### config.mk
export PLATFORM = sky130hd
export DESIGN_NAME = bmf_regs
export DESIGN_NICKNAME = d
export VERILOG_FILES = /design/src/logic/bmf_pkg.sv /design/src/logic/bmf_regs.sv
export SDC_FILE = /design/constraint.sdc
export NUM_CORES = 1
export LEC_CHECK = 0
export BUFFER_PORTS_ARGS = -buffer_cell sky130_fd_sc_hd__buf_4
export CORE_MARGIN = 2
export CORE_UTILIZATION = 50
export CTS_CLUSTER_DIAMETER = 120
export CTS_CLUSTER_SIZE = 20
export DETAILED_ROUTE_END_ITERATION = 6
export PLACE_DENSITY = 0.82
export RECOVER_POWER = 50
export SKIP_LAST_GASP = 1
export SLEW_MARGIN = 15
export SYNTH_ARGS = -nofsm -noshare
export SYNTH_HDL_FRONTEND = slang
export SYNTH_SLANG_ARGS = --single-unit
### constraint.sdc
create_clock -name pclk -period 3.2 [get_ports pclk]
set_input_delay 0.48 -clock pclk [delete_from_list [all_inputs] [get_ports pclk]]
set_output_delay 0.48 -clock pclk [all_outputs]
set_load 0.1 [all_outputs]
### src/logic/bmf_pkg.sv
`default_nettype none
// ****************************************************************
// register map and field layout
// ****************************************************************
package bmf_pkg;
    localparam int          ADDR_W            = 8;
    localparam int          DATA_W            = 32;
    localparam int          LIMIT_W           = 8;
    localparam logic [7:0]  OFS_CHAN_HI       = 8'hb4;
    localparam logic [7:0]  OFS_CHAN_LO       = 8'hb8;
    localparam logic [7:0]  OFS_FAIR_CTRL     = 8'hdc;
    localparam logic [7:0]  OFS_STATUS        = 8'he8;
    localparam logic [31:0] CHAN_RESET_VAL    = 32'hffffffff;
    localparam logic [7:0]  LIMIT_RESET_VAL   = 8'h00;
    localparam logic [31:0] ZERO_WORD         = 32'h00000000;
    localparam logic [7:0]  ZERO_COUNT        = 8'h00;
    localparam logic [7:0]  ONE_COUNT         = 8'h01;
    // status word layout
    localparam int          ST_COUNT_LSB      = 0;
    localparam int          ST_EXHAUST_BIT    = 8;
endpackage
`default_nettype wire

### src/logic/bmf_regs.sv
`timescale 1ns/1ns
`default_nettype none
module bmf_regs #(
    parameter int LIMIT_W = bmf_pkg::LIMIT_W
) (
    input  wire logic                       pclk,
    input  wire logic                       presetn,
    input  wire logic                       psel,
    input  wire logic                       penable,
    input  wire logic                       pwrite,
    input  wire logic [bmf_pkg::ADDR_W-1:0] paddr,
    input  wire logic [bmf_pkg::DATA_W-1:0] pwdata,
    output logic      [bmf_pkg::DATA_W-1:0] prdata,
    output logic                            pready,
    output logic                            pslverr,
    input  wire logic                       soft_reset,
    input  wire logic                       global_reset,
    input  wire logic                       host_bus_reset,
    input  wire logic                       bus_reset,
    output logic      [bmf_pkg::DATA_W-1:0] csr_chan_avail_hi,
    output logic      [bmf_pkg::DATA_W-1:0] csr_chan_avail_lo,
    input  wire logic                       fairness_start,
    input  wire logic                       pri_req_want,
    output logic                            pri_req_grant
);
    // ****************************************************************
    // bus decode
    // ****************************************************************
    logic               wr_en;
    logic               load_csr;
    logic [31:0]        mask_hi_reg;
    logic [31:0]        mask_lo_reg;
    logic [LIMIT_W-1:0] limit_reg;
    logic [LIMIT_W-1:0] used_reg;
    logic [LIMIT_W-1:0] used_next;
    logic               exhausted;

    function automatic logic hit(input logic [7:0] a, input logic [7:0] o);
        return a == o;
    endfunction

    // zero wait states: every access ends in its first access cycle
    assign pready  = 1'b1;
    assign wr_en   = psel && penable && pwrite;
    assign pslverr = psel && penable &&
                     !(hit(paddr, bmf_pkg::OFS_CHAN_HI) ||
                       hit(paddr, bmf_pkg::OFS_CHAN_LO) ||
                       hit(paddr, bmf_pkg::OFS_FAIR_CTRL) ||
                       (hit(paddr, bmf_pkg::OFS_STATUS) && !pwrite));

    // ****************************************************************
    // channel mask registers
    // ****************************************************************
    // all ones on reset
    always_ff @(posedge pclk or negedge presetn) begin
        if (!presetn) begin
            mask_hi_reg <= bmf_pkg::CHAN_RESET_VAL;
            mask_lo_reg <= bmf_pkg::CHAN_RESET_VAL;
        end else if (soft_reset) begin
            mask_hi_reg <= bmf_pkg::CHAN_RESET_VAL;
            mask_lo_reg <= bmf_pkg::CHAN_RESET_VAL;
        end else if (wr_en) begin
            // bus reset not a term here, so masks survive it
            if (hit(paddr, bmf_pkg::OFS_CHAN_HI)) begin
                mask_hi_reg <= pwdata;
            end
            if (hit(paddr, bmf_pkg::OFS_CHAN_LO)) begin
                mask_lo_reg <= pwdata;
            end
        end
    end

    // ****************************************************************
    // bus management csr load
    // ****************************************************************
    assign load_csr = global_reset || host_bus_reset || bus_reset;

    always_ff @(posedge pclk or negedge presetn) begin
        if (!presetn) begin
            csr_chan_avail_hi <= bmf_pkg::CHAN_RESET_VAL;
            csr_chan_avail_lo <= bmf_pkg::CHAN_RESET_VAL;
        end else if (load_csr) begin
            csr_chan_avail_hi <= mask_hi_reg;
            csr_chan_avail_lo <= mask_lo_reg;
        end
    end

    // ****************************************************************
    // fairness limit
    // ****************************************************************
    // limit resets to zero
    always_ff @(posedge pclk or negedge presetn) begin
        if (!presetn) begin
            limit_reg <= bmf_pkg::LIMIT_RESET_VAL;
        end else if (soft_reset) begin
            limit_reg <= bmf_pkg::LIMIT_RESET_VAL;
        end else if (wr_en && hit(paddr, bmf_pkg::OFS_FAIR_CTRL)) begin
            limit_reg <= pwdata[LIMIT_W-1:0];
        end
    end

    assign exhausted     = used_reg >= limit_reg;
    assign pri_req_grant = pri_req_want && !exhausted && !fairness_start;

    // counter restarts each interval; grants blocked in that cycle
    always_comb begin
        used_next = used_reg;
        if (fairness_start) begin
            used_next = bmf_pkg::ZERO_COUNT;
        end else if (pri_req_grant) begin
            used_next = used_reg + bmf_pkg::ONE_COUNT;
        end
    end

    always_ff @(posedge pclk or negedge presetn) begin
        if (!presetn) begin
            used_reg <= bmf_pkg::ZERO_COUNT;
        end else if (soft_reset) begin
            used_reg <= bmf_pkg::ZERO_COUNT;
        end else begin
            used_reg <= used_next;
        end
    end

    // ****************************************************************
    // read mux
    // ****************************************************************
    // upper bits of fairness word read zero
    always_ff @(posedge pclk or negedge presetn) begin
        if (!presetn) begin
            prdata <= bmf_pkg::ZERO_WORD;
        end else if (psel && !penable && !pwrite) begin
            prdata <= bmf_pkg::ZERO_WORD;
            if (hit(paddr, bmf_pkg::OFS_CHAN_HI)) begin
                prdata <= mask_hi_reg;
            end
            if (hit(paddr, bmf_pkg::OFS_CHAN_LO)) begin
                prdata <= mask_lo_reg;
            end
            if (hit(paddr, bmf_pkg::OFS_FAIR_CTRL)) begin
                prdata[LIMIT_W-1:0] <= limit_reg;
            end
            if (hit(paddr, bmf_pkg::OFS_STATUS)) begin
                prdata[bmf_pkg::ST_COUNT_LSB +: LIMIT_W] <= used_reg;
                prdata[bmf_pkg::ST_EXHAUST_BIT] <= exhausted;
            end
        end
    end
endmodule
`default_nettype wire

## Word level (Yosys, flattened, before mapping)

Index checks and enable logic that the tools add are counted.

| word-level totals | value |
|---|---|
| bits in read-only memories | 0 |
| memories kept | 0 |
| bits in latches | 0 |
| register bits after elaboration | 176 |
| input bits | 51 |
| output and inout port bits | 99 |
| word-level logic and storage cells | 54 |
| RAM bits | 0 |

| operators by class | value |
|---|---|
| reductions and logical operators | 26 |
| $lt $le $gt $ge | 1 |
| add/subtract/negate cells | 1 |
| eq/ne operators | 4 |
| div/mod/pow operators | 0 |
| $mul | 0 |
| muxes and demuxes | 15 |
| bitwise operators | 0 |
| shift operators | 0 |

Operator list:

| kind | count |
|---|---|
| $mux 32 | 8 |
| $mux 8 | 6 |
| $eq 8x8->1 const B | 4 |
| $logic_and 1x1->1 | 9 |
| $mux 9 | 1 |
| $add 8x1->8 const B | 1 |
| $ge 8x8->1 | 1 |
| $reduce_bool 2->1 | 4 |
| $logic_not 1->1 | 5 |
| $logic_or 1x1->1 | 5 |
| $reduce_and 2->1 | 2 |
| $reduce_bool 3->1 | 1 |

## Depth between registers and ports, before layout

| logic depth | value |
|---|---|
| depth after elaboration | 7 |
| mapped depth | 9 |
| gate-level depth less buffers | 7 |

## Worst setup path before layout

OpenSTA, ideal clock, no wires.

| path | value |
|---|---|
| path kind | in2out |
| from | input paddr[2] (netlist bit) |
| to | output pslverr |
| path buffers | 2 |
| stages on the path | 6 |
| data required time | 2.720 ns |
| setup slack | -0.320 ns |
| data arrival time | 3.040 ns |
| path through | nor2b_1 -> buf_2 -> and3_1 -> buf_2 -> or4_1 -> a21oi_1 |

| between the ends | value |
|---|---|
| cells in the longest elaborated chain, start to end | 6 |
| elaborated cells on any way between the ends | 10 |
| those cells by class | eq/ne (4); reduce/logical (6) |

RTL lines:

| what | line | text |
|---|---|---|
| from (decl) | bmf_regs.sv:11 | `input wire logic [bmf_pkg::ADDR_W-1:0] paddr,` |
| $eq 8x8->1 | bmf_regs.sv:39 | `return a == o;` |
| $logic_or 1x1->1 | bmf_regs.sv:46 | `!(hit(paddr, bmf_pkg::OFS_CHAN_HI) \|\|` |
| $logic_or 1x1->1 | bmf_regs.sv:47 | `hit(paddr, bmf_pkg::OFS_CHAN_LO) \|\|` |
| $logic_or 1x1->1 * | bmf_regs.sv:48 | `hit(paddr, bmf_pkg::OFS_FAIR_CTRL) \|\|` |
| $logic_not 1->1 * | bmf_regs.sv:46 |  |
| $logic_and 1x1->1 * | bmf_regs.sv:45 | `assign pslverr = psel && penable &&` |
| to (decl) | bmf_regs.sv:15 | `output logic pslverr,` |

Mark *: on every way between the ends. The rest lies on a longest branch, timed or not.

## Worst setup path in the final report

| path | value |
|---|---|
| from | register limit_reg[3] |
| to | output pri_req_grant |

| between the ends | value |
|---|---|
| cells in the longest elaborated chain, start to end | 4 |

RTL lines:

| what | line | text |
|---|---|---|
| from (decl) | bmf_regs.sv:33 | `logic [LIMIT_W-1:0] limit_reg;` |
| from (signal assigned) | bmf_regs.sv:94 | `limit_reg <= bmf_pkg::LIMIT_RESET_VAL;` |
| from (signal assigned) | bmf_regs.sv:96 | `limit_reg <= bmf_pkg::LIMIT_RESET_VAL;` |
| from (signal assigned) | bmf_regs.sv:98 | `limit_reg <= pwdata[LIMIT_W-1:0];` |
| $ge 8x8->1 | bmf_regs.sv:102 | `assign exhausted = used_reg >= limit_reg;` |
| $logic_not 1->1 | bmf_regs.sv:103 | `assign pri_req_grant = pri_req_want && !exhausted && !fairness_start;` |
| $logic_and 1x1->1 (2 in a row) | bmf_regs.sv:103 |  |
| to (decl) | bmf_regs.sv:24 | `output logic pri_req_grant` |

Every way passes these cells.

==> impl_metrics.csv <==
group,metric,value,unit
run_status,outcome,"complete, but fails checks",
run_status,violations,"max-capacitance violations, max-slew violations",
timing,fin_ws,216,ps
logic_synthesis,ys_warn_count,0,
critical_path,cp.arrival,2500,ps
floorplan,die_width,129,um
power,ir_drop,0.417,mV
power,comb_power_share,15.7,%
layout,fin_area,9630,um2
logic_synthesis,yosysSeqAreaShare,58.3,%
floorplan,rows,45,
layout,syn2layout_area_growth,23.0,%
logic_synthesis,ys_seq_elements,176,
critical_path,crit_start,"limit_reg[3]",
route,met3WireLength,901,um
timing,fin_skew,10.0,ps
route,top_layer,"met4",
logic_synthesis,synthCells,700,
critical_path,crit_path_max_incr_delay,530,ps
placement,gp_congestion,0.887,
layout,diodes,0,
logic_synthesis,synth_area_leaders,"dfstp_2, dfrtp_1, mux2_2",
critical_path,start_kind,"register",
power,seq_power_share,44.1,%
logic_synthesis,synthArstFlopShare,100,%
critical_path,critPathKind,"register to output pin",
route,final_antenna_net_count,0,
grt,grt_pass1_wl,30800,um
clocking,cts_sinks,176,
route,vias_per_cell,5.50,
route,wl_per_cell,18.1,um
logic_synthesis,synth_area_per_cell,11.2,um2
floorplan,io_pins,150,
floorplan,start_util,51.3,%
clocking,cts_tree,"built",
clocking,clockRootBuffer,"clkbuf_16",
clocking,htreeDepth,4,
clocking,postCtsSetupBuffers,0,
power,power_density,551,nW/um2
layout,drive_above_1_share,44.0,%
floorplan,dieHeight,129,um
critical_path,cp.required,2720,ps
critical_path,slowest_stage,"or4_4",
timing,fin_setup_tns,0,ps
logic_synthesis,yosysUniqueCellTypes,48,
timing,hold_slack,282,ps
grt,grt_overflow,0,
route,drtIter0Drc,386,
route,wl_met2,9310,um
clocking,clk_pin_slew,60,ps
critical_path,ff2ff_path_depth,7,
critical_path,crit_path_cell_trace,"inv_1 > ha_1 > or4_4 > a21oi_4 > o311ai_4 > nor2_2 > buf_4",
timing,rsz0062_at_grt,"no",
critical_path,timing.rr.start,"limit_reg[3]",
critical_path,reg2reg_to,"used_reg[4]",
logic_synthesis,synth.top_cell.area_share,43.0,%
logic_synthesis,yosysTopAreaCell,"dfstp_2",
hold_path,hold_path.class,"input pin to register",
timing,fmax,0.335,GHz
clocking,post_cts.resized_instances,0,
grt,grt_usage,24.1,%
clocking,cts_made_buffers,17,
logic_synthesis,synthFlopType,"dfstp_2",
logic_synthesis,syn_nets,760,
clocking,clock_latency,430,ps
floorplan,die_area,16700,um2
grt,grt_pass1_vias,5856,
route,routed-via-count,5818,
route,drt-pass1-iter-count,4,
clocking,clock_path_buffers,2,
layout,final_core_util,63.1,%
timing,worstMarginPinSlew,1690,ps
power,p_switching,1600,uW
placement,dpl_worst_slack,419,ps
power,p_int,3710,uW
placement,dp_hpwl,12200,um
timing,setup-violations-final,0,
route,wl_met1,8610,um
power,p_leak,0.00397,uW
critical_path,endpoint_kind,"output pin",
power,p_sw_share,30.1,%
timing,hold_viol_final,0,
placement,placed_area,9150,um2
placement,portBuffers,148,
timing,relSlewSlack,-12.8,%
critical_path,r2r_slack,940,ps
grt,grt_max_degree,74,
job,drv_cap,2,
grt,antenna_found_initial,0,
critical_path,worstPathMaxFanout,15,
timing,fin_crit,2980,ps
power,clkPwrFrac,40.2,%
route,drc_errors,0,
layout,fin_nets,894,
floorplan,core,15300,um2
timing,fin_crit_sh,93.2,%
timing,drv_slew,130,
critical_path,cp-endpoint,"pri_req_grant",
logic_synthesis,synth_edf_count,0,
route,routed_wl,19200,um
clocking,cts_hold_buf,0,
logic_synthesis,syn_area,7830,um2
[worst max-delay path: cells and delay by family (launching register included)]
kind | cells | cell delay, ps
simple gates | 2 | 690
flops | 1 | 400
compound gates | 2 | 400
fa+ha+maj | 1 | 230
buf+inv | 2 | 360
[stage by stage]
step	power, uW	cells
2_1_floorplan	2990	700
3_3_place_gp	3250	1026
3_5_place_dp	3260	1026
4_1_cts	5390	1058
5_1_grt	5470	1058
6_report	5300	1058
[power groups by stage]
stage | Sequential (uW) | Combinational, uW | Clock [uW]
2_1_floorplan | 2850 | 137 | 0
6_report | 2340 | 835 | 2130
3_5_place_dp | 2370 | 881 | 0
3_3_place_gp | 2370 | 875 | 0
4_1_cts | 2340 | 884 | 2160
5_1_grt | 2340 | 874 | 2250
[worst min-delay path by stage]
stage / startpoint / endpoint / cells after the start
after floorplan: presetn / limit_reg[0] / 0
after global placement: presetn / prdata[17] / 1
after detailed placement: presetn / prdata[17] / 1
after CTS: presetn / prdata[17] / 1
after global routing: pwdata[27] / mask_lo_reg[27] / 3
final: pwdata[23] / mask_lo_reg[23] / 3
[cell usage in the layout, fill, tap and decap left out, types with 3 or more instances in the layout]
cell type	count
inv_1	10
nand2_1	140
clkbuf_2	4
a221oi_1	3
nor2_1	47
o2bb2ai_1	4
and3_1	4
clkbuf_1	24
dfstp_2	128
o21ai_0	3
bufinv_16	3
nand3_1	5
mux2_2	64
clkinvlp_4	3
o21ai_1	3
nand3b_1	65
a22oi_1	32
ha_1	9
mux2i_1	9
a21oi_1	41
buf_4	135
or3_1	7
clkbuf_16	17
dfrtp_1	48
[per-layer routing]
metal	track usage (%)	vias to the layer above
met2	38.4	168
met5	0	-
met4	9.21	0
met3	4.79	22
li1	-	2699
met1	33.0	2929
[synthesized netlist by cell type (5+ instances only)]
| cell type | number |
|---|---|
| mux2_2 | 64 |
| a21oi_1 | 42 |
| buf_2 | 12 |
| dfrtp_1 | 48 |
| nand3b_1 | 65 |
| nand3_1 | 5 |
| or3_1 | 7 |
| inv_1 | 10 |
| a22oi_1 | 32 |
| mux2i_1 | 9 |
| dfstp_2 | 128 |
| nand2_1 | 140 |
| clkbuf_1 | 31 |
| ha_1 | 9 |
| nor2_1 | 48 |
[kinds of logic (layout without fill, tap and decap cells)]
| group | count (synthesis) | in the layout | synth area share (%) |
|---|---|---|---|
| other cells | 1 | 1 | 0.0479 |
| simple gates | 287 | 287 | 18.4 |
| compound gates | 96 | 96 | 8.28 |
| flops | 176 | 176 | 58.3 |
| buf+inv | 57 | 204 | 3.07 |
| fa+ha+maj | 9 | 9 | 1.44 |
| xor+xnor | 1 | 1 | 0.112 |
| mux | 73 | 73 | 10.4 |
[area by class of cell]
class	instances	area (um2)
Timing Repair Buffer	162	1120
Clock inverter	12	160
Fill cell	1235	5630
Clock buffer	20	447
Tap cell	211	264
Multi-Input combinational cell	467	3040
Inverter	10	37.5
Sequential cell	176	4560
No activity file was read; power rests on OpenSTA's default activity.
